[src/design/sleep_pkg.sv]
// shared types and constants for the sleep, wake and indicator controller
package sleep_pkg;

    // sleep state encoding
    typedef enum logic [1:0] {
        ST_S0 = 2'b00,
        ST_S1 = 2'b01,
        ST_S4 = 2'b10,
        ST_S5 = 2'b11
    } sleep_state_t;

    // wake sources, one bit each
    typedef struct packed {
        logic power_switch;
        logic rtc_alarm;
        logic pci_pme;
        logic kbd_mouse;
        logic usb;
        logic infrared;
        logic lan;
        logic lan_directed_frame;
    } wake_src_t;

    // power rails steered by the controller
    typedef struct packed {
        logic cpu_run;
        logic main_power;
        logic wake_logic;
    } power_ctl_t;

    // riser indicator outputs
    typedef struct packed {
        logic power_led;
        logic led_green;
        logic led_yellow;
        logic msg_led;
    } led_t;

    // sleep request from power-management software
    typedef struct packed {
        logic         valid;
        sleep_state_t target;
    } sleep_req_t;

    // message blink half period: 250 ms at 125 MHz
    localparam int unsigned CLK_MHZ       = 125;
    localparam int unsigned BLINK_HALF_MS = 250;
    localparam int unsigned BLINK_CYCLES  = BLINK_HALF_MS * 1000 * CLK_MHZ;
    localparam int unsigned BLINK_W       = 25;

    // reset values
    localparam sleep_state_t RESET_STATE = ST_S0;
    localparam logic [BLINK_W-1:0] BLINK_ZERO = 25'h0000000;

endpackage : sleep_pkg

[src/design/sleep_wake_ctl.sv]
// sleep state, wake decode and riser indicator controller
`timescale 1ns/1ns

// Functional notes
// - S0: cpu running, all devices powered
// - S1: cpu halted, all devices powered
// - S4: only wake logic stays powered
// - S5: everything unpowered, context lost
// - switch wakes S1/S4/S5; RTC, PME S1/S4
// - keyboard, mouse, USB, IR wake S1 only
// - LAN wakes S1/S4; directed frame ignored
// - single-colour power LED lit only in S0
// - dual LED green in S0, yellow S1
// - dual LED dark in S4 and S5
// - message LED follows message-waiting report
// - option blinks message LED itself
module sleep_wake_ctl #(
    parameter int unsigned BLINK_COUNT = sleep_pkg::BLINK_CYCLES
) (
    input  wire logic                  clk_in,
    input  wire logic                  nrst_in,
    input  wire sleep_pkg::sleep_req_t sleep_req_in,
    input  wire sleep_pkg::wake_src_t  wake_in,
    input  wire logic                  msg_waiting_in,
    input  wire logic                  msg_blink_en_in,
    output logic                       wake_pulse_out,
    output sleep_pkg::sleep_state_t    state_out,
    output sleep_pkg::power_ctl_t      power_out,
    output sleep_pkg::led_t            led_out
);
    import sleep_pkg::*;

    // ****************************************
    // state record
    // ****************************************
    typedef struct packed {
        sleep_state_t         state;
        power_ctl_t           power;
        led_t                 led;
        logic                 wake;
        logic                 blink_phase;
        logic [BLINK_W-1:0]   blink_cnt;
    } ctl_state_t;

    ctl_state_t cur;
    ctl_state_t next_cur;
    logic       wake_ok;

    // ****************************************
    // wake decode and next state
    // ****************************************
    always_comb begin
        next_cur = cur;
        wake_ok  = 1'b0;
        unique case (cur.state)
            ST_S0: wake_ok = 1'b0;
            ST_S1: wake_ok = wake_in.power_switch | wake_in.rtc_alarm | wake_in.pci_pme
                           | wake_in.kbd_mouse | wake_in.usb | wake_in.infrared
                           | wake_in.lan;
            ST_S4: wake_ok = wake_in.power_switch | wake_in.rtc_alarm | wake_in.pci_pme
                           | wake_in.lan;
            ST_S5: wake_ok = wake_in.power_switch;
        endcase
        next_cur.wake = wake_ok;
        if (wake_ok) begin
            next_cur.state = ST_S0;
        end else if (cur.state == ST_S0 && sleep_req_in.valid) begin
            next_cur.state = sleep_req_in.target;
        end
        // power rails per state, from the state being entered
        // rails by state
        unique case (next_cur.state)
            ST_S0: next_cur.power = '{cpu_run: 1'b1, main_power: 1'b1, wake_logic: 1'b1};
            ST_S1: next_cur.power = '{cpu_run: 1'b0, main_power: 1'b1, wake_logic: 1'b1};
            ST_S4: next_cur.power = '{cpu_run: 1'b0, main_power: 1'b0, wake_logic: 1'b1};
            ST_S5: next_cur.power = '{cpu_run: 1'b0, main_power: 1'b0, wake_logic: 1'b0};
        endcase
        // blink timer free runs; phase toggles each half period
        if (cur.blink_cnt >= BLINK_W'(BLINK_COUNT - 1)) begin
            next_cur.blink_cnt   = BLINK_ZERO;
            next_cur.blink_phase = ~cur.blink_phase;
        end else begin
            next_cur.blink_cnt = cur.blink_cnt + BLINK_W'(1);
        end
        next_cur.led.power_led  = (next_cur.state == ST_S0);
        next_cur.led.led_green  = (next_cur.state == ST_S0);
        next_cur.led.led_yellow = (next_cur.state == ST_S1);
        next_cur.led.msg_led    = msg_waiting_in & (~msg_blink_en_in | cur.blink_phase);
    end

    // ****************************************
    // state register
    // ****************************************
    always_ff @(posedge clk_in) begin
        if (!nrst_in) begin
            cur.state       <= RESET_STATE;
            cur.power       <= '{cpu_run: 1'b1, main_power: 1'b1, wake_logic: 1'b1};
            cur.led         <= '{power_led: 1'b1, led_green: 1'b1,
                                 led_yellow: 1'b0, msg_led: 1'b0};
            cur.wake        <= 1'b0;
            cur.blink_phase <= 1'b0;
            cur.blink_cnt   <= BLINK_ZERO;
        end else begin
            cur <= next_cur;
        end
    end

    // outputs straight from flops
    assign state_out      = cur.state;
    assign power_out      = cur.power;
    assign led_out        = cur.led;
    assign wake_pulse_out = cur.wake;

    // ****************************************
    // checks
    // ****************************************
    a_s0_full_power: assert property (
        @(posedge clk_in) disable iff (!nrst_in)
        state_out == ST_S0 |-> power_out.cpu_run && power_out.main_power)
        else $error("S0 without full power");
    a_s1_cpu_halt: assert property (
        @(posedge clk_in) disable iff (!nrst_in)
        state_out == ST_S1 |-> !power_out.cpu_run && power_out.main_power)
        else $error("S1 power wrong");
    a_s4_wake_only: assert property (
        @(posedge clk_in) disable iff (!nrst_in)
        state_out == ST_S4 |-> !power_out.main_power && power_out.wake_logic)
        else $error("S4 power wrong");
    a_s5_all_off: assert property (
        @(posedge clk_in) disable iff (!nrst_in)
        state_out == ST_S5 |-> !power_out.main_power && !power_out.wake_logic)
        else $error("S5 power wrong");
    a_switch_wakes: assert property (
        @(posedge clk_in) disable iff (!nrst_in)
        state_out != ST_S0 && wake_in.power_switch |=> state_out == ST_S0 && wake_pulse_out)
        else $error("switch did not wake");
    a_s4_kbd_ignored: assert property (
        @(posedge clk_in) disable iff (!nrst_in)
        state_out == ST_S4 && wake_in == wake_src_t'{kbd_mouse: 1'b1, default: 1'b0}
        |=> state_out == ST_S4)
        else $error("keyboard woke from S4");
    a_frame_ignored: assert property (
        @(posedge clk_in) disable iff (!nrst_in)
        state_out == ST_S1 && wake_in == wake_src_t'{lan_directed_frame: 1'b1, default: 1'b0}
        && !sleep_req_in.valid |=> state_out == ST_S1)
        else $error("directed frame woke board");
    a_single_led: assert property (
        @(posedge clk_in) disable iff (!nrst_in)
        led_out.power_led == (state_out == ST_S0))
        else $error("power led mismatch");
    a_dual_yellow: assert property (
        @(posedge clk_in) disable iff (!nrst_in)
        led_out.led_yellow == (state_out == ST_S1) && led_out.led_green == (state_out == ST_S0))
        else $error("dual led colour wrong");
    a_dual_dark: assert property (
        @(posedge clk_in) disable iff (!nrst_in)
        state_out inside {ST_S4, ST_S5} |-> !led_out.led_green && !led_out.led_yellow)
        else $error("dual led lit when off");
    a_msg_steady: assert property (
        @(posedge clk_in) disable iff (!nrst_in)
        !msg_blink_en_in |=> led_out.msg_led == $past(msg_waiting_in))
        else $error("message led wrong");
    a_msg_blink_off: assert property (
        @(posedge clk_in) disable iff (!nrst_in)
        !msg_waiting_in |=> !led_out.msg_led)
        else $error("message led lit without message");
    a_s5_rtc_ignored: assert property (
        @(posedge clk_in) disable iff (!nrst_in)
        state_out == ST_S5 && !wake_in.power_switch |=> state_out == ST_S5)
        else $error("illegal wake from S5");

    // ****************************************
    // wake source and request checks
    // ****************************************
    // one pulse per accepted wake
    a_pulse_one_cycle: assert property (
        @(posedge clk_in) disable iff (!nrst_in)
        wake_pulse_out |=> !wake_pulse_out)
        else $error("wake pulse longer than one cycle");
    a_s4_alarm_wakes: assert property (
        @(posedge clk_in) disable iff (!nrst_in)
        state_out == ST_S4 && (wake_in.rtc_alarm || wake_in.pci_pme) |=> state_out == ST_S0)
        else $error("alarm or pme did not wake from S4");
    a_s1_port_wakes: assert property (
        @(posedge clk_in) disable iff (!nrst_in)
        state_out == ST_S1 && (wake_in.kbd_mouse || wake_in.usb || wake_in.infrared)
        |=> state_out == ST_S0 && wake_pulse_out)
        else $error("port event did not wake from S1");
    a_s4_ports_ignored: assert property (
        @(posedge clk_in) disable iff (!nrst_in)
        state_out == ST_S4 && !wake_in.power_switch && !wake_in.rtc_alarm
        && !wake_in.pci_pme && !wake_in.lan |=> state_out == ST_S4)
        else $error("unpowered port woke from S4");
    a_s4_lan_wakes: assert property (
        @(posedge clk_in) disable iff (!nrst_in)
        state_out == ST_S4 && wake_in.lan |=> state_out == ST_S0)
        else $error("lan did not wake from S4");
    a_sleep_taken: assert property (
        @(posedge clk_in) disable iff (!nrst_in)
        state_out == ST_S0 && sleep_req_in.valid |=> state_out == $past(sleep_req_in.target))
        else $error("sleep request not taken");
    a_sleep_holds: assert property (
        @(posedge clk_in) disable iff (!nrst_in)
        state_out != ST_S0 && wake_in == '0 |=> $stable(state_out))
        else $error("sleep state left without a wake");
    a_pulse_from_sleep: assert property (
        @(posedge clk_in) disable iff (!nrst_in)
        wake_pulse_out |-> state_out == ST_S0 && $past(state_out) != ST_S0)
        else $error("wake pulse from the working state");

endmodule : sleep_wake_ctl

[config.mk]
export PLATFORM = sky130hd
export DESIGN_NAME = sleep_wake_ctl
export DESIGN_NICKNAME = d
export VERILOG_FILES = /design/src/design/sleep_pkg.sv /design/src/design/sleep_wake_ctl.sv
export SDC_FILE = /design/constraint.sdc
export NUM_CORES = 1
export LEC_CHECK = 0
export ABC_AREA = 1
export BUFFER_PORTS_ARGS = -buffer_cell sky130_fd_sc_hd__buf_2
export CAP_MARGIN = 5
export CORE_MARGIN = 1.5
export CORE_UTILIZATION = 61
export DETAILED_ROUTE_END_ITERATION = 7
export PLACE_DENSITY = 0.85
export SLEW_MARGIN = 20
export SYNTH_ARGS = -nofsm -noshare
export SYNTH_HDL_FRONTEND = slang
export SYNTH_SLANG_ARGS = --single-unit
[constraint.sdc]
create_clock -name clk_in -period 3.53 [get_ports clk_in]
set_input_delay 0.353 -clock clk_in [delete_from_list [all_inputs] [get_ports clk_in]]
set_output_delay 0.353 -clock clk_in [all_outputs]
set_load 0.05 [all_outputs]
Yosys cells after proc, flatten, opt, wreduce, memory -nomap -nowiden
Cells that the tools add are included.
- bits in registers: 35
- word-level logic and storage cells: 38
- add/sub/neg operators: 1
- order comparisons: 1
- equality and inequality tests: 6
- multiplexer cells: 4
- bitwise operators: 12
- reduce and logical (&&, ||, !) cells: 4
- operators by type and width (kind ; count):
    $add 25x1->25 const B ; 1
    $ge 25x25->1 const B ; 1
    $pmux 3 s4 ; 1
    $eq 2x2->1 const B ; 4
    $or 1x1->1 ; 8
    $eq 2x1->1 const B ; 2
    $logic_not 2->1 ; 2
    $mux 2 ; 2
    $pmux 1 s4 ; 1
    $not 1->1 ; 3
    $reduce_or 2->1 ; 1
    $and 1x1->1 ; 1
    $logic_and 1x1->1 ; 1

Logic depth before layout (Yosys ltp)
- depth in word-level cells: 10
- depth in mapped cells: 10

Worst setup path before layout
Ideal clock, no wire load.
- kind: reg2reg
- start point: register cur[0] (netlist bit)
- end point: register cur[18] (netlist bit)
- arrival: 1.386 ns
- required time: 3.412 ns
- path slack: 2.026 ns
- cell stages (with the launch flop): 10
- buffers on the path: 1
- clock period less this slack: 1.504 ns
- cell sequence: dfxtp_1 ha_1 nand2_2 nor2_4 nand3_1 nor2_1 nand2_1 nand4_4 buf_8 nor2_4
- cells in the longest elaborated chain, start to end: 2
- elaborated cells on any way between the ends: 3
- ends and longest elaborated chain (item ; RTL line ; RTL):
    from (decl) ; sleep_wake_ctl.sv:45 ; ctl_state_t cur;
    from (signal assigned) ; sleep_wake_ctl.sv:104 ; cur <= next_cur;
    $ge 25x25->1 ; sleep_wake_ctl.sv:79 ; if (cur.blink_cnt >= BLINK_W'(BLINK_COUNT - 1)) begin
    $reduce_or 2->1 (no source line) ; -- ;
Several ways; a longest one is shown, not always the timed one.
A chain may end at the register's enable or synchronous reset.

Worst setup path after layout
- start point: register cur[0] (netlist bit)
- end point: register cur[10] (netlist bit)
Same word-level chain as after synthesis.

==> results.cfg <==
[pwr]
power.internal_mw = 0.527
powerDensity_mw_per_mm2 = 376
pwr-share-seq_pct = 53.1
swShare_pct = 31.9
irDropWorstVdd_mv = 0.260
combPwrFrac_pct = 20.1
p_leak_nw = 0.763
p_sw_mw = 0.247
clockPowerShare_pct = 26.8

[place]
preCtsSetupSlack_ns = 1.65
io_buffer_count = 23
dp.cells = 337
hpwl_mm = 2.98
place_congestion = 0.943

[critical_path]
worst_ep_arrival_time_ns = 2.12
worstSetupPathType = reg2reg
startpoint = cur[0]$_SDFF_PP0_
crit_chain = ha_1 > nand2_2 > nor2_4 > nand3_1 > nor2_1 > nand2_1 > nand4_4 > nor2_1
worstSetupEndpointType = flip-flop
cp.required_ns = 3.74
path_delay_family = simple AND/OR/NAND/NOR gates
cp_max_fo = 25
startpoint_type = flip-flop
r2r_start = cur[0]$_SDFF_PP0_
crit_top_cell = nor2_1
cp_num_buf_inv = 0
cpMaxStageDelayCell = dfxtp_1
critPathMaxStageDelay_ns = 0.45

[clock_network]
cts_buffers = 5
clockRootBuffer = clkbuf_4
clock_path_buffers = 2
cts_resized = 0
postCtsSetupBuffers = 0
clkTransAtPathRegs_ns = 0.10
cts_tree = built
clk_latency_ns = 0.33
hold_buffers = 0
htree_levels = 2
cts.sinks = 34

[die]
io_pins = 25
die_w_microns = 59.3
die_h_microns = 59.3
coreArea_sq_mm = 0.00303
die_area_sq_mm = 0.00351
rows = 20
start_util_pct = 63.8

[global_routing]
gr-total-overflow = 0
grt_first_pass_wirelength_mm = 6.31
grt_max_degree = 26
antenna_found_initial = 0
grt_pass1_vias = 1483
grt_use_total_pct = 23.9

[timing]
drv_slew = 0
setup-violations-final = 0
rsz0062_at_grt = false
skew_ns = 0.00549
hold_violations = 0
finalCritPeriodShare_pct = 54.2
fin_crit_ns = 1.91
worstMarginPinSlew_ns = 0.483
tns_ns = 0
fmax_mhz = 523
fin_ws_ns = 1.62
relSlewSlack_pct = 67.7

[cells_and_area]
antenna_cells = 0
final_layout_size_suffix_gt1_share_pct = 19.4
final_cells = 343
synthToLayoutAreaGrowth_pct = 6.61
fin_util_pct = 68.0
layout.nets = 319
num-fill-cells = 286

[detailed_routing]
wire_per_inst_microns = 11.2
finalWirelength_mm = 3.86
drc = 0
vias_per_cell = 5.01
initialDrtViolationCount = 92
via_count = 1720
ant_nets = 0
drt_first_pass_iters = 4

[yosys]
synth_area_per_cell_sq_um = 6.87
yosys_register_bits = 34
ys_warn_count = 0
syn_inst = 281
seq_area_frac_synth_pct = 35.2
synth_area_sq_mm = 0.00193
synth.distinct_cells = 27
synth_fp_nets = 300

[status]
status = finished, final reports clean

[job]
maxCapViolCount = 0

[worst_hold_path]
min-delay-start = msg_blink_en_in
hold_path.class = in2reg
layout make-up:
cell class | instances | area, sq um | area share, %
multi-input cells | 207 | 1050 | 50.9
flip-flops and latches | 34 | 681 | 33.0
repair buffers | 23 | 115 | 5.59
inverters | 29 | 109 | 5.29
well taps | 44 | 55.1 | 2.67
clock buffers | 6 | 51.3 | 2.49
power groups by stage:
stage | Clock [mW] | Combinational, mW | Sequential [mW]
CTS | 0.211 | 0.156 | 0.412
floorplan | 0 | 0.147 | 0.423
global placement | 0 | 0.153 | 0.420
detailed placement | 0 | 0.155 | 0.421
global route | 0.228 | 0.168 | 0.415
finish | 0.208 | 0.156 | 0.412
worst register-to-register path: stages, from the launching register on:
cell and delay [ns]:
dfxtp_1 0.45, ha_1 0.24, nand2_2 0.08, nor2_4 0.14, nand3_1 0.10, nor2_1 0.17, nand2_1 0.14, nand4_4 0.38
nor2_1 0.10
per-stage QoR:
step	power [mW]	hold slack, ns	area, sq um
CTS	0.779	0.176	2060
global route	0.811	0.182	2060
floorplan	0.570	0.441	1930
detailed placement	0.576	0.472	2010
finish	0.775	0.181	2060
global placement	0.573	0.468	2010
final timing paths:
path	to	slack, ns	cells past startpoint
setup reg to reg	cur[10]$_SDFF_PP0_	1.62	8
hold reg to reg	led_out[0]$_SDFF_PN0_	0.49	2
setup / recovery	cur[10]$_SDFF_PP0_	1.62	8
hold / removal	led_out[0]$_SDFF_PN0_	0.18	2
per-layer routing:
layer	track usage [%]	routed length [microns]
met1	30.6	1850
met2	38.9	1840
met3	6.33	120
met4	7.47	46
met5	0	0
state kept, by name (all words and copies together) (netlist names):
name,count
led_out,2
state_out,2
wake_pulse_out,1
cur,26
power_out,3
synth_stat cells:
cell type / count / share of area (%)
buf_4: 9 / 3.5
nor2_1: 55 / 11
xor2_1: 8 / 3.6
nand4_4: 1 / 1.1
buf_6: 1 / 0.58
nor3_4: 1 / 0.84
or2_0: 1 / 0.32
a21oi_2: 5 / 2.3
nor3_1: 4 / 1.0
nor2_4: 3 / 1.7
nand3_1: 7 / 1.8
nand3b_1: 1 / 0.39
ha_1: 4 / 2.6
o211ai_1: 1 / 0.39
nand4_1: 7 / 2.3
nor2_2: 7 / 2.3
nand2_1: 80 / 16
or2_1: 1 / 0.32
a21oi_1: 9 / 2.3
inv_2: 5 / 0.97
nor3_2: 2 / 1.0
buf_8: 1 / 0.78
nand2_2: 5 / 1.6
dfxtp_1: 34 / 35
xnor2_1: 4 / 1.8
o21ai_0: 1 / 0.26
inv_1: 24 / 4.7
cell families after synthesis:
group | share of synthesized area (%)
simple gates | 41.0
buf+inv | 10.5
flops | 35.2
compound gates | 5.25
xor+xnor | 5.44
fa+ha+maj | 2.59
cell usage in the layout (no fill, tap or decap), drive strengths merged:
cell type / netlist / layout
buf: 11 / 23
o211ai: 1 / 1
o21ai: 1 / 1
a21oi: 14 / 14
xor2: 8 / 8
or2: 2 / 2
nand4: 8 / 8
dfxtp: 34 / 34
nand2: 85 / 85
xnor2: 4 / 4
nor2: 65 / 65
ha: 4 / 4
nand3: 7 / 7
inv: 29 / 29
nor3: 7 / 7
nand3b: 1 / 1
clkbuf: 0 / 6
(Power assumes the default switching activity.)
